File: src/shared/exec_pkg.sv
// Shared constants and types for the closing instruction execution unit
package exec_pkg;

  localparam int DATA_W   = 8;
  localparam int NIB_W    = 4;
  localparam int WORD_W   = 16;
  localparam int PC_W     = 13;
  localparam int PTR_W    = 8;
  localparam int BIT_W    = 3;

  localparam logic [DATA_W-1:0] WORK_RST  = 8'h00;
  localparam logic [DATA_W-1:0] LATCH_RST = 8'h00;
  localparam logic              ZERO_RST  = 1'b0;
  localparam logic [DATA_W-1:0] ZERO_BYTE = 8'h00;

  typedef enum logic [3:0] {
    OP_NOP       = 4'h0,
    OP_SWAP_MEM  = 4'h1,
    OP_SWAP_WORK = 4'h2,
    OP_SKIP_ZERO = 4'h3,
    OP_COPY_SKIP = 4'h4,
    OP_SKIP_BIT  = 4'h5,
    OP_TBL_SPEC  = 4'h6,
    OP_TBL_CUR   = 4'h7,
    OP_TBL_LAST  = 4'h8,
    OP_XOR_WORK  = 4'h9,
    OP_XOR_MEM   = 4'ha,
    OP_XOR_IMM   = 4'hb
  } op_t;

  typedef enum logic [1:0] {
    ST_IDLE     = 2'b00,
    ST_SKIP     = 2'b01,
    ST_TBL_REQ  = 2'b10,
    ST_TBL_DATA = 2'b11
  } state_t;

endpackage

File: src/rtl/nibble_skip_table_xor_exec.sv
// Execution unit for nibble exchange, zero skips, table reads and exclusive-or
// Behaviour
// RQ1 - Nibble exchange to memory writes byte back with nibbles swapped, flags kept
// RQ2 - Nibble exchange to work register loads swapped byte, memory and flags kept
// RQ3 - Skip on zero byte discards next instruction when byte is zero
// RQ4 - A taken skip inserts one dummy cycle, two cycles in all
// RQ5 - An untaken skip continues with the next instruction normally
// RQ6 - Copy and skip loads byte into work register, skips if zero
// RQ7 - Bit test skips the next instruction when the selected bit is zero
// RQ8 - Specific page table read uses high and low pointers, low to memory
// RQ9 - Current page table read uses low pointer within current program page
// RQ10 - Last page table read uses low pointer within the final page
// RQ11 - Register exclusive-or stores result in work register, zero flag only
// RQ12 - Exclusive-or to memory writes result to the byte, zero flag only
// RQ13 - Immediate exclusive-or stores result in work register, zero flag only
// RQ14 - Zero flag set when the eight bit result is zero, else cleared
// RQ15 - Current page is upper counter bits; last page sets them all to one
`timescale 1ns/10ps

module nibble_skip_table_xor_exec
  import exec_pkg::*;
#(
  parameter int PC_WIDTH   = exec_pkg::PC_W,
  parameter int WORD_WIDTH = exec_pkg::WORD_W
) (
  input  wire logic                         i_clk,
  input  wire logic                         i_rstn,
  input  wire logic                         i_valid,
  input  wire exec_pkg::op_t                i_op,
  input  wire logic [exec_pkg::DATA_W-1:0]  i_addr,
  input  wire logic [exec_pkg::BIT_W-1:0]   i_bit,
  input  wire logic [exec_pkg::DATA_W-1:0]  i_imm,
  input  wire logic [exec_pkg::DATA_W-1:0]  i_mem_rdata,
  input  wire logic [PC_WIDTH-1:0]          i_pc,
  input  wire logic [exec_pkg::PTR_W-1:0]   i_table_low_pointer,
  input  wire logic [exec_pkg::PTR_W-1:0]   i_table_high_pointer,
  input  wire logic [WORD_WIDTH-1:0]        i_prog_rdata,
  output logic                              o_ready,
  output logic                              o_skip,
  output logic                              o_mem_we,
  output logic [exec_pkg::DATA_W-1:0]       o_mem_addr,
  output logic [exec_pkg::DATA_W-1:0]       o_mem_wdata,
  output logic                              o_prog_re,
  output logic [PC_WIDTH-1:0]               o_prog_addr,
  output logic [exec_pkg::DATA_W-1:0]       o_work_register,
  output logic                              o_zero_flag,
  output logic [WORD_WIDTH-DATA_W-1:0]      o_table_high_byte_latch
);

  import exec_pkg::*;

  localparam int HI_W = WORD_WIDTH - DATA_W;
  localparam int PG_W = PC_WIDTH - PTR_W;

  ////////////////////////////////////////////////////////////////////////////
  // Decode

  state_t state;
  state_t next_state;

  logic [DATA_W-1:0] table_addr_hold;
  logic [DATA_W-1:0] mem_target;

  wire accept = i_valid && (state == ST_IDLE);

  wire is_swap_mem  = (i_op == OP_SWAP_MEM);
  wire is_swap_work = (i_op == OP_SWAP_WORK);
  wire is_skip_zero = (i_op == OP_SKIP_ZERO);
  wire is_copy_skip = (i_op == OP_COPY_SKIP);
  wire is_skip_bit  = (i_op == OP_SKIP_BIT);
  wire is_tbl_spec  = (i_op == OP_TBL_SPEC);
  wire is_tbl_cur   = (i_op == OP_TBL_CUR);
  wire is_tbl_last  = (i_op == OP_TBL_LAST);
  wire is_xor_work  = (i_op == OP_XOR_WORK);
  wire is_xor_mem   = (i_op == OP_XOR_MEM);
  wire is_xor_imm   = (i_op == OP_XOR_IMM);

  wire is_skip_op  = is_skip_zero || is_copy_skip || is_skip_bit;
  wire is_table_op = is_tbl_spec || is_tbl_cur || is_tbl_last;
  wire is_xor_op   = is_xor_work || is_xor_mem || is_xor_imm;

  ////////////////////////////////////////////////////////////////////////////
  // Datapath

  wire [DATA_W-1:0] swapped =
    {i_mem_rdata[NIB_W-1:0], i_mem_rdata[DATA_W-1:NIB_W]};        // see RQ1 RQ2

  wire byte_zero = (i_mem_rdata == ZERO_BYTE);                      // see RQ3 RQ6
  wire sel_bit   = i_mem_rdata[i_bit];                              // see RQ7

  wire skip_cond = (is_skip_zero || is_copy_skip) ? byte_zero       // see RQ3 RQ6
                 : is_skip_bit ? !sel_bit                           // see RQ7
                 : 1'b0;

  wire skip_taken = accept && is_skip_op && skip_cond;              // see RQ4 RQ5

  wire [DATA_W-1:0] xor_operand = is_xor_imm ? i_imm : i_mem_rdata; // see RQ13
  wire [DATA_W-1:0] xor_res     = o_work_register ^ xor_operand;    // see RQ11 RQ12
  wire              xor_zero    = (xor_res == ZERO_BYTE);           // see RQ14

  // Pointer pair is wider than the counter; upper pointer bits fall off
  wire [2*PTR_W-1:0]   pair_addr = {i_table_high_pointer, i_table_low_pointer};
  wire [PC_WIDTH-1:0]  spec_addr = pair_addr[PC_WIDTH-1:0];           // see RQ8
  wire [PC_WIDTH-1:0]  cur_addr  =
    {i_pc[PC_WIDTH-1:PTR_W], i_table_low_pointer};                   // see RQ9 RQ15
  wire [PC_WIDTH-1:0]  last_addr =
    {{PG_W{1'b1}}, i_table_low_pointer};                             // see RQ10 RQ15

  wire [PC_WIDTH-1:0] table_addr = is_tbl_spec ? spec_addr
                                 : is_tbl_cur  ? cur_addr
                                 : last_addr;

  wire [DATA_W-1:0] prog_lo = i_prog_rdata[DATA_W-1:0];
  wire [HI_W-1:0]   prog_hi = i_prog_rdata[WORD_WIDTH-1:DATA_W];

  // Only a memory-writing op, or a table read, produces a data write
  wire mem_write_now = accept && (is_swap_mem || is_xor_mem);

  wire [DATA_W-1:0] mem_wdata_now = is_swap_mem ? swapped : xor_res;

  wire work_load = accept && (is_swap_work || is_copy_skip ||
                              is_xor_work || is_xor_imm);

  wire [DATA_W-1:0] work_value = is_swap_work ? swapped            // see RQ2
                               : is_copy_skip ? i_mem_rdata        // see RQ6
                               : xor_res;                          // see RQ11 RQ13

  ////////////////////////////////////////////////////////////////////////////
  // Sequencer

  always_comb begin
    next_state = state;
    unique case (state)
      ST_IDLE: begin
        if (skip_taken) begin
          next_state = ST_SKIP;                                     // see RQ4
        end else if (accept && is_table_op) begin
          next_state = ST_TBL_REQ;
        end
      end
      ST_SKIP:     next_state = ST_IDLE;
      ST_TBL_REQ:  next_state = ST_TBL_DATA;
      ST_TBL_DATA: next_state = ST_IDLE;
    endcase
  end

  assign o_ready = (state == ST_IDLE);

  always_ff @(posedge i_clk or negedge i_rstn) begin
    if (!i_rstn) begin
      state <= ST_IDLE;
    end else begin
      state <= next_state;
    end
  end

  ////////////////////////////////////////////////////////////////////////////
  // Architectural state

  always_ff @(posedge i_clk or negedge i_rstn) begin
    if (!i_rstn) begin
      o_work_register <= WORK_RST;
    end else if (work_load) begin
      o_work_register <= work_value;
    end
  end

  // Swaps, skips and table reads leave the flag alone
  always_ff @(posedge i_clk or negedge i_rstn) begin
    if (!i_rstn) begin
      o_zero_flag <= ZERO_RST;
    end else if (accept && is_xor_op) begin
      o_zero_flag <= xor_zero;                                      // see RQ14
    end
  end

  always_ff @(posedge i_clk or negedge i_rstn) begin
    if (!i_rstn) begin
      o_table_high_byte_latch <= LATCH_RST[HI_W-1:0];
    end else if (state == ST_TBL_DATA) begin
      o_table_high_byte_latch <= prog_hi;                           // see RQ8 RQ9 RQ10
    end
  end

  ////////////////////////////////////////////////////////////////////////////
  // Memory ports

  // Target address is held so a table write lands on the byte named at issue
  always_ff @(posedge i_clk or negedge i_rstn) begin
    if (!i_rstn) begin
      table_addr_hold <= ZERO_BYTE;
    end else if (accept) begin
      table_addr_hold <= i_addr;
    end
  end

  assign mem_target = (state == ST_TBL_DATA) ? table_addr_hold : i_addr;

  always_ff @(posedge i_clk or negedge i_rstn) begin
    if (!i_rstn) begin
      o_mem_we    <= 1'b0;
      o_mem_addr  <= ZERO_BYTE;
      o_mem_wdata <= ZERO_BYTE;
    end else begin
      o_mem_we    <= mem_write_now || (state == ST_TBL_DATA);       // see RQ1 RQ12
      o_mem_addr  <= mem_target;
      o_mem_wdata <= (state == ST_TBL_DATA) ? prog_lo : mem_wdata_now;
    end
  end

  always_ff @(posedge i_clk or negedge i_rstn) begin
    if (!i_rstn) begin
      o_prog_re   <= 1'b0;
      o_prog_addr <= '0;
    end else begin
      o_prog_re <= accept && is_table_op;
      if (accept && is_table_op) begin
        o_prog_addr <= table_addr;                                  // see RQ8 RQ9 RQ10
      end
    end
  end

  // Pulse marks the dummy cycle; the fetch path drops the fetched word
  always_ff @(posedge i_clk or negedge i_rstn) begin
    if (!i_rstn) begin
      o_skip <= 1'b0;
    end else begin
      o_skip <= skip_taken;                                         // see RQ3 RQ4
    end
  end
endmodule

File: config.mk
export PLATFORM = sky130hd
export DESIGN_NAME = nibble_skip_table_xor_exec
export DESIGN_NICKNAME = d
export VERILOG_FILES = /design/src/shared/exec_pkg.sv /design/src/rtl/nibble_skip_table_xor_exec.sv
export SDC_FILE = /design/constraint.sdc
export NUM_CORES = 1
export LEC_CHECK = 0
export BUFFER_PORTS_ARGS = -buffer_cell sky130_fd_sc_hd__buf_2
export CORE_MARGIN = 2
export CORE_UTILIZATION = 46
export CTS_BUF_LIST = sky130_fd_sc_hd__clkbuf_16
export DETAILED_ROUTE_END_ITERATION = 8
export PLACE_DENSITY = 0.77
export SLEW_MARGIN = 0
export SYNTH_ARGS = -nofsm -noshare
export SYNTH_HDL_FRONTEND = slang
export SYNTH_SLANG_ARGS = --single-unit
File: constraint.sdc
create_clock -name i_clk -period 4 [get_ports i_clk]
set_clock_uncertainty 0.2 [all_clocks]
set_input_delay 0 -clock i_clk [delete_from_list [all_inputs] [get_ports i_clk]]
set_output_delay 0 -clock i_clk [all_outputs]
set_load 0.02 [all_outputs]
==> results.py <==
metrics = {
    "pwr": {
        "p_per_area_nw_per_um2": 673,
        "ir_worst_vdd_mv": 0.246,
        "leakage_uw": 0.00211,
    },
    "global_route": {
        "met3_usage_pct": 5.81,
        "grt_max_degree": 51,
        "use_met1_pct": 30.7,
        "grt_pass1_wl_microns": 15100,
        "overflow": 0,
        "top_usage_layer": "met2",
        "antenna_found_initial": 0,
        "grt_pass1_vias": 3199,
        "track_usage_pct": 26.1,
        "grt.met2_usage_pct": 45.1,
    },
    "sta": {
        "period_share_pct": 77.7,
        "drv_slew": 0,
        "hold-worst-slack_ns": 0.0258,
        "setup-violations-final": 0,
        "final_hold_viol_count": 0,
        "fin_setup_tns_ns": 0,
        "worst-slew-pin-transition_ns": 1.18,
        "clock.fmax_mhz": 322,
        "slew_headroom_pct": 20.8,
        "fin_crit_ns": 3.11,
        "rsz0062_at_grt": "false",
    },
    "floorplan": {
        "num_rows": 30,
        "start_util_pct": 46.9,
        "dieArea_sq_um": 7530,
        "pin_count": 129,
        "dieWidth_microns": 86.8,
        "die_h_microns": 86.8,
        "core_area_sq_um": 6720,
    },
    "finish": {
        "finalInstanceArea_sq_um": 4730,
        "drive_above_1_share_pct": 35.3,
        "antenna_cells": 0,
        "fin_util_pct": 70.5,
        "fin_nets": 556,
        "syn_to_final_growth_pct": 50.2,
        "seq_area_sq_um": 1480,
        "fillers": 471,
        "multi_input_comb_area_sq_um": 1550,
    },
    "place": {
        "postPlaceCellArea_sq_um": 3720,
        "dp_hpwl_microns": 5490,
        "port_buffers": 117,
        "gp_congestion": 0.873,
    },
    "cts": {
        "clk_pin_slew_worst_paths_ns": 0.05,
        "holdBufCountCts": 69,
        "cts_tree": "built",
        "cts-resized-gates": 0,
        "cts-root-buf": "clkbuf_16",
        "clock_latency_ns": 0.33,
        "cts_buffer_depth": 2,
        "htree_levels": 3,
        "cts_sinks": 59,
        "numCtsBuffers": 9,
        "post_cts_buffers": 0,
    },
    "run_status": {
        "status": "finished clean",
    },
    "routing": {
        "num_vias": 3150,
        "drtIter0Drc": 229,
        "wire_per_inst_microns": 17.1,
        "drc": 0,
        "first_pass_iters": 5,
        "final_antenna_net_count": 0,
        "finalWirelength_microns": 9600,
        "viasPerCell": 5.60,
    },
    "synthesis": {
        "syn-instance-count": 304,
        "syn-num-nets": 383,
        "yosysUniqueCellTypes": 42,
        "yosysTopAreaCellShare_pct": 46.8,
        "synth_area_sq_um": 3150,
        "yosys_register_bits": 59,
        "synth.top_cells.by_area": "dfrtp_1 (47%), mux2_2 (11%), mux2i_1 (7.3%)",
        "synth_top_area_cell": "dfrtp_1",
        "yosysWarnings": 0,
        "synth_seq_area_share_pct": 46.8,
        "syn_avg_cell_area_sq_um": 10.4,
    },
    "setup_path": {
        "r2r-start": "state[1]$_DFFE_PN0P_",
        "r2r_setup_slack_ns": 0.92,
        "r2r_end": "o_work_register[5]$_DFFE_PN0P_",
        "path_cells": "dlygate4sd3_1, buf_2, and4b_1, mux2i_1, xnor2_1, mux2i_1, a21oi_1, dlygate4sd3_1",
        "cp_data_required_time_ns": 4.06,
        "cp_max_fo": 25,
        "end_kind": "flop",
        "reg2reg_depth": 6,
        "arrival_ns": 3.17,
        "cp_slowest_cell": "and4b_1",
        "crit_type": "input port to flop",
        "slowest_delay_ns": 0.97,
        "start_kind": "input port",
    },
    "min_path": {
        "min_path_cells": 5,
        "hp-class": "input port to flop",
        "hold_path_startpoint": "i_imm[4]",
        "min_to": "o_work_register[4]$_DFFE_PN0P_",
    },
    "flow_run": {
        "maxCapViolations": 0,
    },
}
cell type report:
type | count | share of cell area, %
Clock buffer | 9 | 4.76
Clock inverter | 7 | 2.11
Inverter | 1 | 0.0793
Multi-Input combinational cell | 219 | 32.6
Sequential cell | 59 | 31.2
Tap cell | 80 | 2.11
Timing Repair Buffer | 187 | 27.1
critical path, delay by kind of cell:
kind                      cells  cell delay [ns]
xor gates and xnor gates      1             0.32
and+or+nand+nor               1             0.97
buffers and inverters         3             1.31
muxes                         2             0.38
AOI/OAI and AO/OA             1             0.18
power breakdown:
group          leakage (uW)  internal, uW  switching, uW
Sequential         0.000694           853            166
Clock              0.000160           550            290
Combinational       0.00126           609            719
Total               0.00211          2010           1170
synth_stat cells, drive strengths merged:
library cell,number
mux4,1
buf,11
and4b,1
mux2i,23
nand3b,2
nor4bb,1
a2bb2oi,5
a22o,1
o31ai,1
o21a,1
and2,1
o2111a,3
nand3,3
o211ai,10
nor2,45
o21ai,11
nand4b,1
a21oi,15
a31o,1
a31oi,6
xnor2,9
nand4,1
nor4,2
inv,1
a22oi,1
o2111ai,3
xor2,1
nor2b,4
nor3,7
dfrtp,59
o22ai,1
o221ai,1
nor4b,1
clkbuf,14
nand2b,4
mux2,32
nand2,20
metrics by stage:
step	power (uW)	instances	setup WS, ns
final	3190	562	0.893
after global routing	3350	562	0.738
after CTS	3150	562	0.997
after detailed placement	2150	477	1.55
after global placement	2100	477	1.61
after floorplan	1770	304	1.92
layout by cell type (no fill, tap or decap), types with 4 or more instances in the layout:
| cell | Yosys | routed |
|---|---|---|
| nor3_1 | 6 | 6 |
| nor2b_1 | 4 | 4 |
| nand2_1 | 20 | 20 |
| nor2_1 | 45 | 45 |
| mux2_2 | 32 | 32 |
| mux2i_1 | 23 | 23 |
| a2bb2oi_1 | 5 | 5 |
| a31oi_1 | 6 | 6 |
| xnor2_1 | 9 | 9 |
| a21oi_1 | 14 | 14 |
| dfrtp_1 | 59 | 59 |
| clkbuf_16 | 0 | 9 |
| o211ai_1 | 10 | 10 |
| dlygate4sd3_1 | 0 | 69 |
| nand2b_1 | 4 | 4 |
| o21ai_0 | 11 | 11 |
| buf_2 | 3 | 117 |
cell families after synthesis:
logic type | after synthesis | share of synthesized area [%]
simple gates | 93 | 13.9
compound gates | 60 | 12.9
flops | 59 | 46.8
mux | 56 | 19.4
buf+inv | 26 | 4.17
xor+xnor | 10 | 2.78
worst max path at each step:
stage                                     from                              to
after global routing      state[1]$_DFFE_PN0P_  o_work_register[5]$_DFFE_PN0P_
after floorplan           state[1]$_DFFE_PN0P_      o_prog_addr[5]$_DFFE_PN0P_
final                                  i_op[2]        o_mem_wdata[5]$_DFF_PN0_
after global placement    state[1]$_DFFE_PN0P_  o_work_register[5]$_DFFE_PN0P_
after detailed placement  state[1]$_DFFE_PN0P_  o_work_register[6]$_DFFE_PN0P_
after CTS                              i_op[2]        o_mem_wdata[3]$_DFF_PN0_
sequential cells by signal, indices dropped and copies added (netlist names):
signal / count
o_mem_we: 1
o_mem_addr: 8
o_prog_re: 1
table_addr_hold: 8
o_table_high_byte_latch: 8
o_prog_addr: 13
state: 2
o_work_register: 8
o_zero_flag: 1
o_mem_wdata: 8
o_skip: 1
per-layer routing:
| layer | wire length (microns) | share of wire, % |
|---|---|---|
| met5 | 0 | 0 |
| met4 | 355 | 3.7 |
| met3 | 563 | 5.9 |
| met2 | 4880 | 51 |
| met1 | 3800 | 40 |
(Power assumes the default switching activity.)
